[src/dac_cmd_consts.svh]
`ifndef DAC_CMD_CONSTS_SVH
`define DAC_CMD_CONSTS_SVH

// ==========================================================
// Serial frame layout
`define FRAME_BITS        24
`define FRAME_LAST_BIT    5'h17
`define BIT_STRAP_HI      23
`define BIT_STRAP_LO      22
`define BIT_LOAD_HI       21
`define BIT_LOAD_LO       20
`define BIT_SEL_HI        18
`define BIT_SEL_LO        17
`define BIT_PD_FLAG       16
`define BIT_MODE_HI       15
`define BIT_MODE_LO       14
`define BIT_REF_HI        13
`define BIT_REF_LO        12

// ==========================================================
// Field encodings
`define LOAD_NONE         2'h0
`define LOAD_SINGLE       2'h1
`define LOAD_ALL          2'h2
`define LOAD_BCAST        2'h3
`define SEL_BCAST         2'h2
`define PD_NORMAL         2'h0
`define PD_1K             2'h1
`define PD_100K           2'h2
`define PD_HIZ            2'h3
`define REFCMD_AUTO       2'h0
`define REFCMD_ON         2'h1
`define REFCMD_OFF        2'h2

// ==========================================================
// Pin synchroniser: {strap_lo, strap_hi, sdin, sclk, frame_sel_n}
`define SYNC_WIDTH        3
`define SYNC_RESET        5'h01
`define PIN_FSEL_N        0
`define PIN_SCLK          1
`define PIN_SDIN          2
`define PIN_STRAP_HI      3
`define PIN_STRAP_LO      4

// ==========================================================
// Register map (byte addresses)
`define OFS_CTRL          5'h00
`define OFS_STATUS        5'h04
`define OFS_CODE_AB       5'h08
`define OFS_CODE_CD       5'h0C
`define OFS_PD_MODES      5'h10
`define CTRL_LINK_EN      0
`define CTRL_CLR_OVF      1
`define CTRL_RESET        1'h1
`define CODE_RESET        16'h0000

`endif

[src/dac_cmd_pkg.sv]
package dac_cmd_pkg;

    typedef enum logic [1:0] {
        REF_AUTO,
        REF_FORCED_ON,
        REF_FORCED_OFF
    } ref_mode_t;

    typedef enum logic {
        DEC_IDLE,
        DEC_APPLY
    } dec_state_t;

    typedef logic [23:0] frame_t;

endpackage

[src/frame_skid_fifo.sv]
`timescale 1ns/100ps
module frame_skid_fifo #(
    parameter int WIDTH = 24
) (
    input  wire logic             sys_clk,   // System clock
    input  wire logic             rst,       // Synchronous reset
    input  wire logic [WIDTH-1:0] in_data,   // Word to store
    input  wire logic             in_valid,  // Word offered
    output logic                  in_ready,  // Room for a word
    output logic      [WIDTH-1:0] out_data,  // Oldest word, registered
    output logic                  out_valid, // Oldest word present
    input  wire logic             out_ready  // Consumer takes word
);

    logic [WIDTH-1:0] head_reg;
    logic [WIDTH-1:0] tail_reg;
    logic [1:0]       count_reg;
    logic             push;
    logic             pop;

    assign in_ready  = (count_reg != 2'h2);
    assign out_valid = (count_reg != 2'h0);
    assign out_data  = head_reg;
    assign push      = in_valid && in_ready;
    assign pop       = out_valid && out_ready;

    always_ff @(posedge sys_clk) begin
        if (rst) begin
            count_reg <= 2'h0;
        end else if (push && !pop) begin
            count_reg <= count_reg + 2'h1;
        end else if (pop && !push) begin
            count_reg <= count_reg - 2'h1;
        end
    end

    // Head always holds the oldest word so reads need no mux
    always_ff @(posedge sys_clk) begin
        if (rst) begin
            head_reg <= '0;
        end else if (pop) begin
            head_reg <= (count_reg == 2'h2) ? tail_reg : in_data;
        end else if (push && count_reg == 2'h0) begin
            head_reg <= in_data;
        end
    end

    always_ff @(posedge sys_clk) begin
        if (rst) begin
            tail_reg <= '0;
        end else if (push && count_reg == 2'h1 && !pop) begin
            tail_reg <= in_data;
        end
    end

endmodule

[src/quad_dac_command_decoder.sv]
// Overview of operation
// - A frame completes and takes effect at its 24th serial clock falling edge.
// - Load bits 10 store the selected buffer, then load all four outputs.
// - Load bits 01 store the selected buffer and load only that output.
// - Load bits 00 store the buffer only; outputs wait for a later load.
// - Power-down flag with mode 01 selects 1k to ground.
// - Power-down flag with mode 10 selects 100k to ground.
// - Load bits 11 with select 10 writes the code to all channels, loads all.
// - Same broadcast with power-down flag applies the mode to all channels.
// - Reference frame with bits 01 forces the reference on.
// - Reference frame with bits 10 forces the reference off.
// - Reference frame with bits 00 restores automatic reference mode.
// - Automatic mode powers reference down when every channel is powered down.
// - Automatic mode powers reference up when a load makes a channel normal.
// - Forced off keeps the reference down until another reference frame.
// - Stored codes survive power-down; flag 0 means normal operation.
//
// Implementation choices: the Avalon-MM register port and the address map.
`timescale 1ns/100ps
`include "dac_cmd_consts.svh"
module quad_dac_command_decoder
    import dac_cmd_pkg::*;
(
    input  wire logic              sys_clk,         // System clock, 10 MHz
    input  wire logic              rst,             // Synchronous reset
    input  wire logic              frame_sel_n,     // Frame select pin
    input  wire logic              sclk,            // Serial clock pin
    input  wire logic              sdin,            // Serial data pin
    input  wire logic              addr_strap_high, // Upper address strap
    input  wire logic              addr_strap_low,  // Lower address strap
    input  wire logic [4:0]        avs_address,     // Byte address
    input  wire logic              avs_read,        // Read request
    input  wire logic              avs_write,       // Write request
    input  wire logic [31:0]       avs_writedata,   // Write data
    input  wire logic [3:0]        avs_byteenable,  // Byte lanes
    output logic      [31:0]       avs_readdata,    // Read data
    output logic                   avs_waitrequest, // Stall
    output logic      [3:0][15:0]  dac_code,        // Output codes
    output logic      [3:0][1:0]   dac_pd_mode,     // Output power modes
    output logic                   ref_on           // Internal reference powered
);

    // ==========================================================
    // Pin synchronisers
    logic [4:0] pin_s1_reg;
    logic [4:0] pin_s2_reg;
    logic [4:0] pin_s3_reg;
    logic [4:0] pin_filt_reg;
    logic       sclk_last_reg;
    logic       sclk_fall;

    always_ff @(posedge sys_clk) begin
        if (rst) begin
            pin_s1_reg <= `SYNC_RESET;
            pin_s2_reg <= `SYNC_RESET;
            pin_s3_reg <= `SYNC_RESET;
        end else begin
            pin_s1_reg <= {addr_strap_low, addr_strap_high, sdin, sclk, frame_sel_n};
            pin_s2_reg <= pin_s1_reg;
            pin_s3_reg <= pin_s2_reg;
        end
    end

    // A change counts only once two late stages agree
    always_ff @(posedge sys_clk) begin
        if (rst) begin
            pin_filt_reg <= `SYNC_RESET;
        end else begin
            for (int i = 0; i < 5; i++) begin
                if (pin_s2_reg[i] == pin_s3_reg[i]) begin
                    pin_filt_reg[i] <= pin_s2_reg[i];
                end
            end
        end
    end

    always_ff @(posedge sys_clk) begin
        if (rst) begin
            sclk_last_reg <= 1'b0;
        end else begin
            sclk_last_reg <= pin_filt_reg[`PIN_SCLK];
        end
    end

    assign sclk_fall = sclk_last_reg && !pin_filt_reg[`PIN_SCLK];

    // ==========================================================
    // Frame shifter
    logic [22:0] shift_reg;
    logic [4:0]  bit_cnt_reg;
    logic        frame_done;
    logic        frame_valid_reg;
    frame_t      frame_data_reg;
    logic        link_en_reg;
    logic        fifo_in_ready;

    // Bits past the 24th are dropped; the frame already took effect
    assign frame_done = sclk_fall && !pin_filt_reg[`PIN_FSEL_N] && link_en_reg
                        && bit_cnt_reg == `FRAME_LAST_BIT;

    always_ff @(posedge sys_clk) begin
        if (rst) begin
            bit_cnt_reg <= 5'h00;
            shift_reg   <= '0;
        end else if (pin_filt_reg[`PIN_FSEL_N]) begin
            bit_cnt_reg <= 5'h00;
        end else if (sclk_fall && bit_cnt_reg < 5'(`FRAME_BITS)) begin
            shift_reg   <= {shift_reg[21:0], pin_filt_reg[`PIN_SDIN]};
            bit_cnt_reg <= bit_cnt_reg + 5'h01;
        end
    end

    always_ff @(posedge sys_clk) begin
        if (rst) begin
            frame_valid_reg <= 1'b0;
            frame_data_reg  <= '0;
        end else begin
            frame_valid_reg <= frame_done;
            if (frame_done) begin
                frame_data_reg <= {shift_reg, pin_filt_reg[`PIN_SDIN]};
            end
        end
    end

    // ==========================================================
    // Two-entry buffer toward the decoder
    frame_t     cmd_head;
    logic       cmd_valid;
    dec_state_t state_reg;

    frame_skid_fifo #(
        .WIDTH     (24)
    ) u_fifo (
        .sys_clk   (sys_clk),
        .rst       (rst),
        .in_data   (frame_data_reg),
        .in_valid  (frame_valid_reg),
        .in_ready  (fifo_in_ready),
        .out_data  (cmd_head),
        .out_valid (cmd_valid),
        .out_ready (state_reg == DEC_IDLE)
    );

    // ==========================================================
    // Command decode
    frame_t     cmd_reg;
    logic       apply;
    logic       addr_ok;
    logic [1:0] ld;
    logic [1:0] sel;
    logic [1:0] mode;
    logic       pd_flag;
    logic       is_ref;
    logic       is_bcast;
    logic       data_ok;
    logic [1:0] new_pd;
    logic [3:0] wr_mask;
    logic [3:0] load_mask;

    function automatic logic [3:0] chan_onehot(input logic [1:0] s);
        chan_onehot = 4'h1 << s;
    endfunction

    always_ff @(posedge sys_clk) begin
        if (rst) begin
            state_reg <= DEC_IDLE;
            cmd_reg   <= '0;
        end else begin
            case (state_reg)
                DEC_IDLE: begin
                    if (cmd_valid) begin
                        cmd_reg   <= cmd_head;
                        state_reg <= DEC_APPLY;
                    end
                end
                DEC_APPLY: state_reg <= DEC_IDLE;
                default:   state_reg <= DEC_IDLE;
            endcase
        end
    end

    assign apply    = (state_reg == DEC_APPLY);
    assign addr_ok  = cmd_reg[`BIT_STRAP_HI] == pin_filt_reg[`PIN_STRAP_HI]
                      && cmd_reg[`BIT_STRAP_LO] == pin_filt_reg[`PIN_STRAP_LO];
    assign ld       = cmd_reg[`BIT_LOAD_HI:`BIT_LOAD_LO];
    assign sel      = cmd_reg[`BIT_SEL_HI:`BIT_SEL_LO];
    assign mode     = cmd_reg[`BIT_MODE_HI:`BIT_MODE_LO];
    assign pd_flag  = cmd_reg[`BIT_PD_FLAG];
    // Of the low data bits of these frames only bits 13:12 reach the decode
    assign is_ref   = pd_flag && ld == `LOAD_NONE && sel == 2'h0
                      && mode == `PD_NORMAL;
    assign is_bcast = (ld == `LOAD_BCAST) && (sel == `SEL_BCAST);
    assign data_ok  = addr_ok && !is_ref && (!pd_flag || mode != `PD_NORMAL)
                      && (ld != `LOAD_BCAST || is_bcast);
    assign new_pd   = pd_flag ? mode : `PD_NORMAL;
    assign wr_mask  = is_bcast ? 4'hF : chan_onehot(sel);
    assign load_mask = (ld == `LOAD_ALL || is_bcast) ? 4'hF :
                       (ld == `LOAD_SINGLE) ? chan_onehot(sel) :
                       4'h0;

    // ==========================================================
    // Channel buffers and outputs
    logic [3:0][15:0] buf_code_reg;
    logic [3:0][1:0]  buf_pd_reg;
    logic [3:0][15:0] buf_code_next;
    logic [3:0][1:0]  buf_pd_next;

    always_comb begin
        buf_code_next = buf_code_reg;
        buf_pd_next   = buf_pd_reg;
        for (int i = 0; i < 4; i++) begin
            if (apply && data_ok && wr_mask[i]) begin
                buf_pd_next[i] = new_pd;
                // Power-down frames leave the stored code alone
                if (!pd_flag) begin
                    buf_code_next[i] = cmd_reg[15:0];
                end
            end
        end
    end

    always_ff @(posedge sys_clk) begin
        if (rst) begin
            buf_code_reg <= {4{`CODE_RESET}};
            buf_pd_reg   <= {4{`PD_NORMAL}};
        end else begin
            buf_code_reg <= buf_code_next;
            buf_pd_reg   <= buf_pd_next;
        end
    end

    // Loads read the buffer as updated by the same frame
    always_ff @(posedge sys_clk) begin
        if (rst) begin
            dac_code    <= {4{`CODE_RESET}};
            dac_pd_mode <= {4{`PD_NORMAL}};
        end else if (apply && data_ok) begin
            for (int i = 0; i < 4; i++) begin
                if (load_mask[i]) begin
                    dac_code[i]    <= buf_code_next[i];
                    dac_pd_mode[i] <= buf_pd_next[i];
                end
            end
        end
    end

    // ==========================================================
    // Internal reference control
    ref_mode_t ref_mode_reg;
    logic      any_normal;

    always_ff @(posedge sys_clk) begin
        if (rst) begin
            ref_mode_reg <= REF_AUTO;
        end else if (apply && addr_ok && is_ref) begin
            case (cmd_reg[`BIT_REF_HI:`BIT_REF_LO])
                `REFCMD_AUTO: ref_mode_reg <= REF_AUTO;
                `REFCMD_ON:   ref_mode_reg <= REF_FORCED_ON;
                `REFCMD_OFF:  ref_mode_reg <= REF_FORCED_OFF;
                default:      ref_mode_reg <= ref_mode_reg;
            endcase
        end
    end

    always_comb begin
        any_normal = 1'b0;
        for (int i = 0; i < 4; i++) begin
            if (dac_pd_mode[i] == `PD_NORMAL) begin
                any_normal = 1'b1;
            end
        end
    end

    // Follows the loaded power modes one cycle later
    always_ff @(posedge sys_clk) begin
        if (rst) begin
            ref_on <= 1'b1;
        end else begin
            ref_on <= (ref_mode_reg == REF_FORCED_ON)
                      || (ref_mode_reg == REF_AUTO && any_normal);
        end
    end

    // ==========================================================
    // Bus slave
    logic       overflow_reg;
    logic [7:0] frame_count_reg;
    logic       bus_req;
    logic       bus_take;
    logic [31:0] read_value;

    assign bus_req  = avs_read || avs_write;
    assign bus_take = bus_req && !avs_waitrequest;

    // One wait state per access, then a single answer cycle
    always_ff @(posedge sys_clk) begin
        if (rst) begin
            avs_waitrequest <= 1'b1;
        end else begin
            avs_waitrequest <= !(bus_req && avs_waitrequest);
        end
    end

    always_comb begin
        case (avs_address)
            `OFS_CTRL:     read_value = {31'h0000_0000, link_en_reg};
            `OFS_STATUS:   read_value = {16'h0000, frame_count_reg, 4'h0, overflow_reg,
                                         ref_mode_reg, ref_on};
            `OFS_CODE_AB:  read_value = {dac_code[1], dac_code[0]};
            `OFS_CODE_CD:  read_value = {dac_code[3], dac_code[2]};
            `OFS_PD_MODES: read_value = {24'h00_0000, dac_pd_mode};
            default:       read_value = 32'h0000_0000;
        endcase
    end

    always_ff @(posedge sys_clk) begin
        if (rst) begin
            avs_readdata <= 32'h0000_0000;
        end else if (avs_read && avs_waitrequest) begin
            avs_readdata <= read_value;
        end
    end

    always_ff @(posedge sys_clk) begin
        if (rst) begin
            link_en_reg <= `CTRL_RESET;
        end else if (bus_take && avs_write && avs_address == `OFS_CTRL
                     && avs_byteenable[0]) begin
            link_en_reg <= avs_writedata[`CTRL_LINK_EN];
        end
    end

    // A drop in the clearing cycle still leaves the flag set
    always_ff @(posedge sys_clk) begin
        if (rst) begin
            overflow_reg <= 1'b0;
        end else if (frame_valid_reg && !fifo_in_ready) begin
            overflow_reg <= 1'b1;
        end else if (bus_take && avs_write && avs_address == `OFS_CTRL
                     && avs_byteenable[0] && avs_writedata[`CTRL_CLR_OVF]) begin
            overflow_reg <= 1'b0;
        end
    end

    always_ff @(posedge sys_clk) begin
        if (rst) begin
            frame_count_reg <= 8'h00;
        end else if (apply && addr_ok) begin
            frame_count_reg <= frame_count_reg + 8'h01;
        end
    end
endmodule

[config.mk]
export PLATFORM = sky130hd
export DESIGN_NAME = quad_dac_command_decoder
export DESIGN_NICKNAME = d
export VERILOG_FILES = /design/src/dac_cmd_pkg.sv /design/src/frame_skid_fifo.sv /design/src/quad_dac_command_decoder.sv
export VERILOG_INCLUDE_DIRS = /design/src
export SDC_FILE = /design/constraint.sdc
export NUM_CORES = 1
export LEC_CHECK = 0
export BUFFER_PORTS_ARGS = -buffer_cell sky130_fd_sc_hd__buf_2
export CELL_PAD_IN_SITES_DETAIL_PLACEMENT = 2
export CELL_PAD_IN_SITES_GLOBAL_PLACEMENT = 2
export CORE_UTILIZATION = 37
export CTS_BUF_LIST = sky130_fd_sc_hd__clkbuf_2
export CTS_CLUSTER_DIAMETER = 100
export DETAILED_ROUTE_END_ITERATION = 6
export HOLD_SLACK_MARGIN = 0.1
export MAX_ROUTING_LAYER = met4
export PLACE_DENSITY = 0.8
export SLEW_MARGIN = 10
export SYNTH_ARGS = -nofsm -noshare
export SYNTH_HDL_FRONTEND = slang
export SYNTH_SLANG_ARGS = --single-unit
[constraint.sdc]
create_clock -name sys_clk -period 2.65 [get_ports sys_clk]
set_clock_uncertainty 0.15 [all_clocks]
set_input_delay 0 -clock sys_clk [delete_from_list [all_inputs] [get_ports sys_clk]]
set_output_delay 0 -clock sys_clk [all_outputs]
set_load 0.005 [all_outputs]
# After elaboration in Yosys (flattened, before gate mapping)
# Cells that the tools add are included.
[word_totals]
regBits = 339
out_inout_bits = 106
[classes]
n_addsub = 4
order_cmp = 1
eq_ne = 23
shifts = 1
n_mux = 31
bitwise = 2
n_reduce_logical = 75
[ops]
columns = ["operator", "n"]
rows = [
  ["$pmux W32 S5", 1],
  ["$mux W16", 8],
  ["$mux W24", 3],
  ["$logic_and A1 B1 Y1", 36],
  ["$logic_not A2 Y1", 10],
  ["$mux W2", 7],
  ["$reduce_and A2 Y1", 7],
  ["$mux W4", 3],
  ["$eq A2 B2 Y1 const B", 5],
  ["$eq A5 B4 Y1 const B", 2],
  ["$eq A5 B5 Y1 const B", 2],
  ["$reduce_bool A2 Y1", 5],
  ["$logic_not A1 Y1", 9],
  ["$add A8 B1 Y8 const B", 1],
  ["$eq A2 B1 Y1 const B", 4],
  ["$eq A1 B1 Y1", 7],
  ["$mux W1", 7],
  ["$pmux W2 S3", 1],
  ["$add A5 B1 Y5 const B", 1],
  ["$eq A5 B3 Y1 const B", 1],
  ["$logic_not A5 Y1", 1],
  ["$logic_or A1 B1 Y1", 5],
  ["$lt A5 B5 Y1 const B", 1],
  ["$ne A2 B2 Y1 const B", 2],
  ["other kinds (7)", 8],
]

# Logic depth before layout (Yosys ltp)
[depth]
word_depth = 11
mapped_depth = 10

# Modules after synthesis
# Synthesis repeated with hierarchy kept, for this count alone.
[hier_totals]
cells_unflattened = 1388
hier_area_um2 = 13116.3
[modules_own_cells]
columns = ["mod", "n_inst", "cells_per_inst", "area_per_inst_um2", "seq_area_each_um2"]
rows = [
  ["quad_dac_command_decoder", 1, 1152, 10665.2, 5765.5],
  ["frame_skid_fifo", 1, 236, 2451.1, 1001.0],
]

# Worst setup path before layout
# OpenSTA, ideal clock, no wires.
[synth_timing]
kind = "reg2reg"
startpoint = "register u_fifo.count_reg[0]"
endpoint = "register u_fifo.count_reg[1]"
arrival_ns = 1.847
required_time_ns = 2.372
setup_slack_ns = 0.526
stages_incl_launch_ff = 11
path_buffers = 1
cell_sequence = "dfxtp_1 > inv_1 > ha_1 > nor2_2 > clkinv_1 > buf_1 > ha_1 > xor2_1 > nor2_1 > a21oi_1 > nor2_1"
[synth_between]
elab_chain_len = 5
elab_cells_between_ends = 13
[synth_rtl]
columns = ["element", "line", "source"]
rows = [
  ["start: declaration", "frame_skid_fifo.sv:17", "logic [1:0] count_reg;"],
  ["start signal: assignment", "frame_skid_fifo.sv:31", "count_reg <= count_reg + 2'h1;"],
  ["start signal: assignment", "frame_skid_fifo.sv:33", "count_reg <= count_reg - 2'h1;"],
  ["parallel branches: the longest is 5 deep, another holds $sub A2 B1 Y2", "n/a", ""],
]
# Several ways; the timed one is not identified. The select of a mux whose other input is x is not followed.
# A chain may end at the register's enable or synchronous reset.

# Worst setup path after layout
[layout_timing]
startpoint = "register avs_waitrequest"
endpoint = "register link_en_reg"
[layout_between]
elab_chain_len = 5
[layout_rtl]
columns = ["element", "line", "source"]
rows = [
  ["start: declaration", "quad_dac_command_decoder.sv:37", "output logic avs_waitrequest,"],
  ["start signal: assignment", "quad_dac_command_decoder.sv:300", "avs_waitrequest <= !(bus_req && avs_waitrequest);"],
  ["$logic_not A1 Y1", "quad_dac_command_decoder.sv:293", "assign bus_take = bus_req && !avs_waitrequest;"],
  ["$logic_and A1 B1 Y1", "quad_dac_command_decoder.sv:293", ""],
  ["$logic_and A1 B1 Y1", "quad_dac_command_decoder.sv:327", "end else if (bus_take && avs_write && avs_address == `OFS_CTRL"],
  ["$logic_and A1 B1 Y1 (no line)", "n/a", ""],
  ["$logic_and A1 B1 Y1", "quad_dac_command_decoder.sv:327", ""],
  ["end signal: assignment", "quad_dac_command_decoder.sv:326", "link_en_reg <= `CTRL_RESET;"],
  ["end signal: assignment", "quad_dac_command_decoder.sv:329", "link_en_reg <= avs_writedata[`CTRL_LINK_EN];"],
  ["end: declaration", "quad_dac_command_decoder.sv:94", "logic link_en_reg;"],
]
# Every way passes these cells.

==> run summary <==
The startpoint-to-endpoint class of the critical path is reg -> reg. Summed over all cells, the static leakage comes to 5.75 nW. The number of nets in the synthesized netlist is 1412.

The required time at the endpoint of the critical path was 3280 ps. The logs give 5 for the length of the first detailed-routing pass in iterations and 1601 for the total number of nets in the final design. The vertical extent of the die is 187 um.

After synthesis, flip-flops and latches occupy 53.1% of the total area. The most used flip-flop cell after synthesis is sky130_fd_sc_hd__dfxtp_1. From synthesis to final layout, the design area changed by 16.8%. TritonCTS built the clock tree. The worst setup path is launched from a register.

Final instance count without filler cells: 2054. The routed wire length was 40800 um; the number of vias per cell was 5.23. The worst-case IR drop observed on VDD is 266 uV. The clock latency reported for the late side of the worst-skew pair was 920 ps; the post-placement setup slack was 462 ps. The tools report the count of filler cells inserted in the layout as 3687. The run finished with clean final reports.

The fraction of registers with async set/reset was 0%. Area taken by flip-flops and latches: 6710 sq um. The core region is 33500 sq um. For this configuration, the core starts out at a cell density of 37.6%. The first global-routing pass estimated 65300 um of wire. The tools report the area after detailed placement as 13500 sq um.

Once detailed placement completed, the half-perimeter wirelength came to 24400 um. The design draws 10.2 mW. Setup slack closes at 50.2 ps. Total CTS buffers: 87.

During synthesis, Yosys emitted a total of 0 warnings. The number of buffers on the longest clock path was 3. The row count is 67, and the global placement routability congestion is 0.789. Across every metal layer, demand over resource in global routing totals 24.2%.

The count of vias placed by the detailed router is 10741, and the minimum period implied by the final worst setup slack is 2600 ps. The pin count of the biggest net entering global routing is 125. The arrival time of data at the critical path endpoint was 3230 ps; the total die area was 34900 sq um. In this run the remaining antenna-violating nets after routing total 0. The logs give 0 for the aggregate global routing overflow and 57 for the number of unique standard cell types used by synthesis. The critical path endpoint category is a register.

Of all nets on the critical path, the largest fanout is 5. Across all hold checks on the routed design, the worst slack comes to 192 ps. The final-report hold violation count was 0; the number of remaining DRC errors was 0. In the final layout, the multi-input gates occupy 5400 sq um.

The synthesized instance count is 1356, and the clock transition at the registers of the reported paths is 130 ps. Setup repair after global routing left no endpoint under its margin. The final routed wire length divided by cell count was 19.9 um; the total count of max-transition violations in the final report was 0. For the pin with the worst max-slew slack, the measured transition is 1250 ps. For this design, the sink count on the clock tree is 335.

The post-route netlist has 19.7% of its cells at a drive strength greater than 1. In this run the biggest area consumer among cell types represents 53.1% of the synthesized area. Dividing total power by cell area gives a power density of 693 nW/um^2.

For the initial antenna violation count, the log shows 2. The max capacitance violation total is 0, and the via count of the first global-routing pass is 11721. The count of buffers added on input and output ports is 122. In this run the worst hold path is classified as in -> reg.

In the final timing run, aggregate negative setup slack is 0 ps. For this design the top-level I/O count stands at 156. The setup check on the worst reg-to-reg path leaves a slack of 50 ps. CTS placed an instance of sky130_fd_sc_hd__clkbuf_2 at the clock tree root. In this run, synthesis produced a sequential element count of 335.

Headroom to the max-slew limit came out at 16.9%. Measured along the x axis, the die boundary spans 187 um. The H-tree generated during clock tree synthesis spans 3 levels. The average instance in the mapped netlist occupies 9.31 sq um. The run gives 44.0% as the post-layout utilization of the core. In this run, synthesis inferred 0 flip-flops with an integrated enable.

Once layout is done, the placed cells without fillers occupy 14700 sq um. Buffers added to address setup during post-CTS repair amount to 0. The cell taking the most area after synthesis is sky130_fd_sc_hd__dfxtp_1.

The synthesized area was 12600 sq um; the ratio of final minimum period to clock period was 98.1%. The violation count after the first detailed-route iteration was 476; the maximum clock frequency was 0.385 GHz. The tools report the number of setup violations in the final report as 0. Including well taps, the total number of placed cells is 1858.

Yosys attributes the largest share of cell area to sky130_fd_sc_hd__dfxtp_1, sky130_fd_sc_hd__mux2i_1, sky130_fd_sc_hd__a21oi_1, sky130_fd_sc_hd__nand2_1, sky130_fd_sc_hd__nor2_1.
-- placed cells by master, fill, tap and decap left out, drive strengths merged, types with 2 or more instances in the layout --
cell           n
clkbuf       137
nand2        189
nand2b         4
nor2         174
or2            4
nand4          5
a21oi        161
inv            7
nor3          23
clkinv        10
a211oi        34
and3           6
o21ai         78
and4b          2
and2           7
a311oi         2
nand3b         2
mux2i        141
a21o           2
dlygate4sd3   45
a221oi         3
o22ai          2
xor2           8
a31oi          2
nor2b         23
a22oi         16
buf          146
mux2           8
dfxtp        335
xnor2          5
nand3          5
diode          2
ha             6
-- synth_stat cells (all sizes together) (2+ instances only) --
| cell type | number |
|---|---|
| a211oi | 34 |
| a21o | 2 |
| a21oi | 161 |
| a221oi | 3 |
| a22oi | 16 |
| a311oi | 2 |
| a31oi | 2 |
| and2 | 7 |
| and3 | 6 |
| and4b | 2 |
| buf | 34 |
| clkbuf | 58 |
| dfxtp | 335 |
| ha | 6 |
| inv | 5 |
| mux2 | 8 |
| mux2i | 141 |
| nand2 | 189 |
| nand2b | 4 |
| nand3 | 5 |
| nand3b | 2 |
| nand4 | 5 |
| nor2 | 174 |
| nor2b | 23 |
| nor3 | 23 |
| o21ai | 78 |
| o22ai | 2 |
| or2 | 4 |
| xnor2 | 5 |
| xor2 | 8 |
-- worst paths after layout --
path                                     startpoint               end  cells after the start
worst max register to register      avs_waitrequest       link_en_reg                      6
worst min register to register  u_fifo.out_data[15]       cmd_reg[15]                      2
worst min-delay path                       avs_read  avs_readdata[10]                      5
worst max-delay path                avs_waitrequest       link_en_reg                      6
-- routing by layer --
metal	wire, um	share of wire, %	vias to the layer above	global-route usage (%)
met5	0	0	-	-
met3	1550	3.8	88	4.61
met4	1340	3.3	0	10.6
met1	17800	44	5321	28.3
met2	20100	49	267	40.4
li1	-	-	5065	-
-- cells by family (layout without fill, tap and decap cells) --
group,Yosys count,after routing,share of synthesized area [%]
xor gates and xnor gates,13,13,1.02
AOI/OAI and AO/OA,304,304,13.8
and+or+nand+nor,451,451,15.5
adders and majority gates,6,6,0.595
DFF,335,335,53.1
other,0,2,0
muxes,149,149,11.9
buffers and inverters,98,346,4.13
-- layout make-up --
class | count | area share, %
timing repair buffer | 192 | 8.81
inverter | 6 | 0.153
sequential | 335 | 45.5
antenna | 2 | 0.0339
clock inverter | 12 | 0.492
tap | 448 | 3.80
clock buffer | 136 | 4.62
multi-input combinational | 923 | 36.6
-- critical path, cell delays in order (launching register included) --
cell	delay, ps
sky130_fd_sc_hd__dfxtp_1	370
sky130_fd_sc_hd__nor2b_1	130
sky130_fd_sc_hd__nand4_1	320
sky130_fd_sc_hd__mux2i_1	270
sky130_fd_sc_hd__dlygate4sd3_1	580
sky130_fd_sc_hd__nand2_1	50
sky130_fd_sc_hd__dlygate4sd3_1	580
-- timing repair --
action                     4_1_cts  5_1_grt
gates resized for setup          0        1
hold buffers                    48        0
hold endpoints to repair       335        0
setup endpoints to repair        0        4
-- report_power, final --
part	switching (mW)	leakage, nW	total (mW)	internal, mW
combinational	0.793	2.44	1.22	0.428
clock	2.15	0.604	3.57	1.42
sequential	0.217	2.70	5.42	5.21
(Power assumes the default switching activity.)
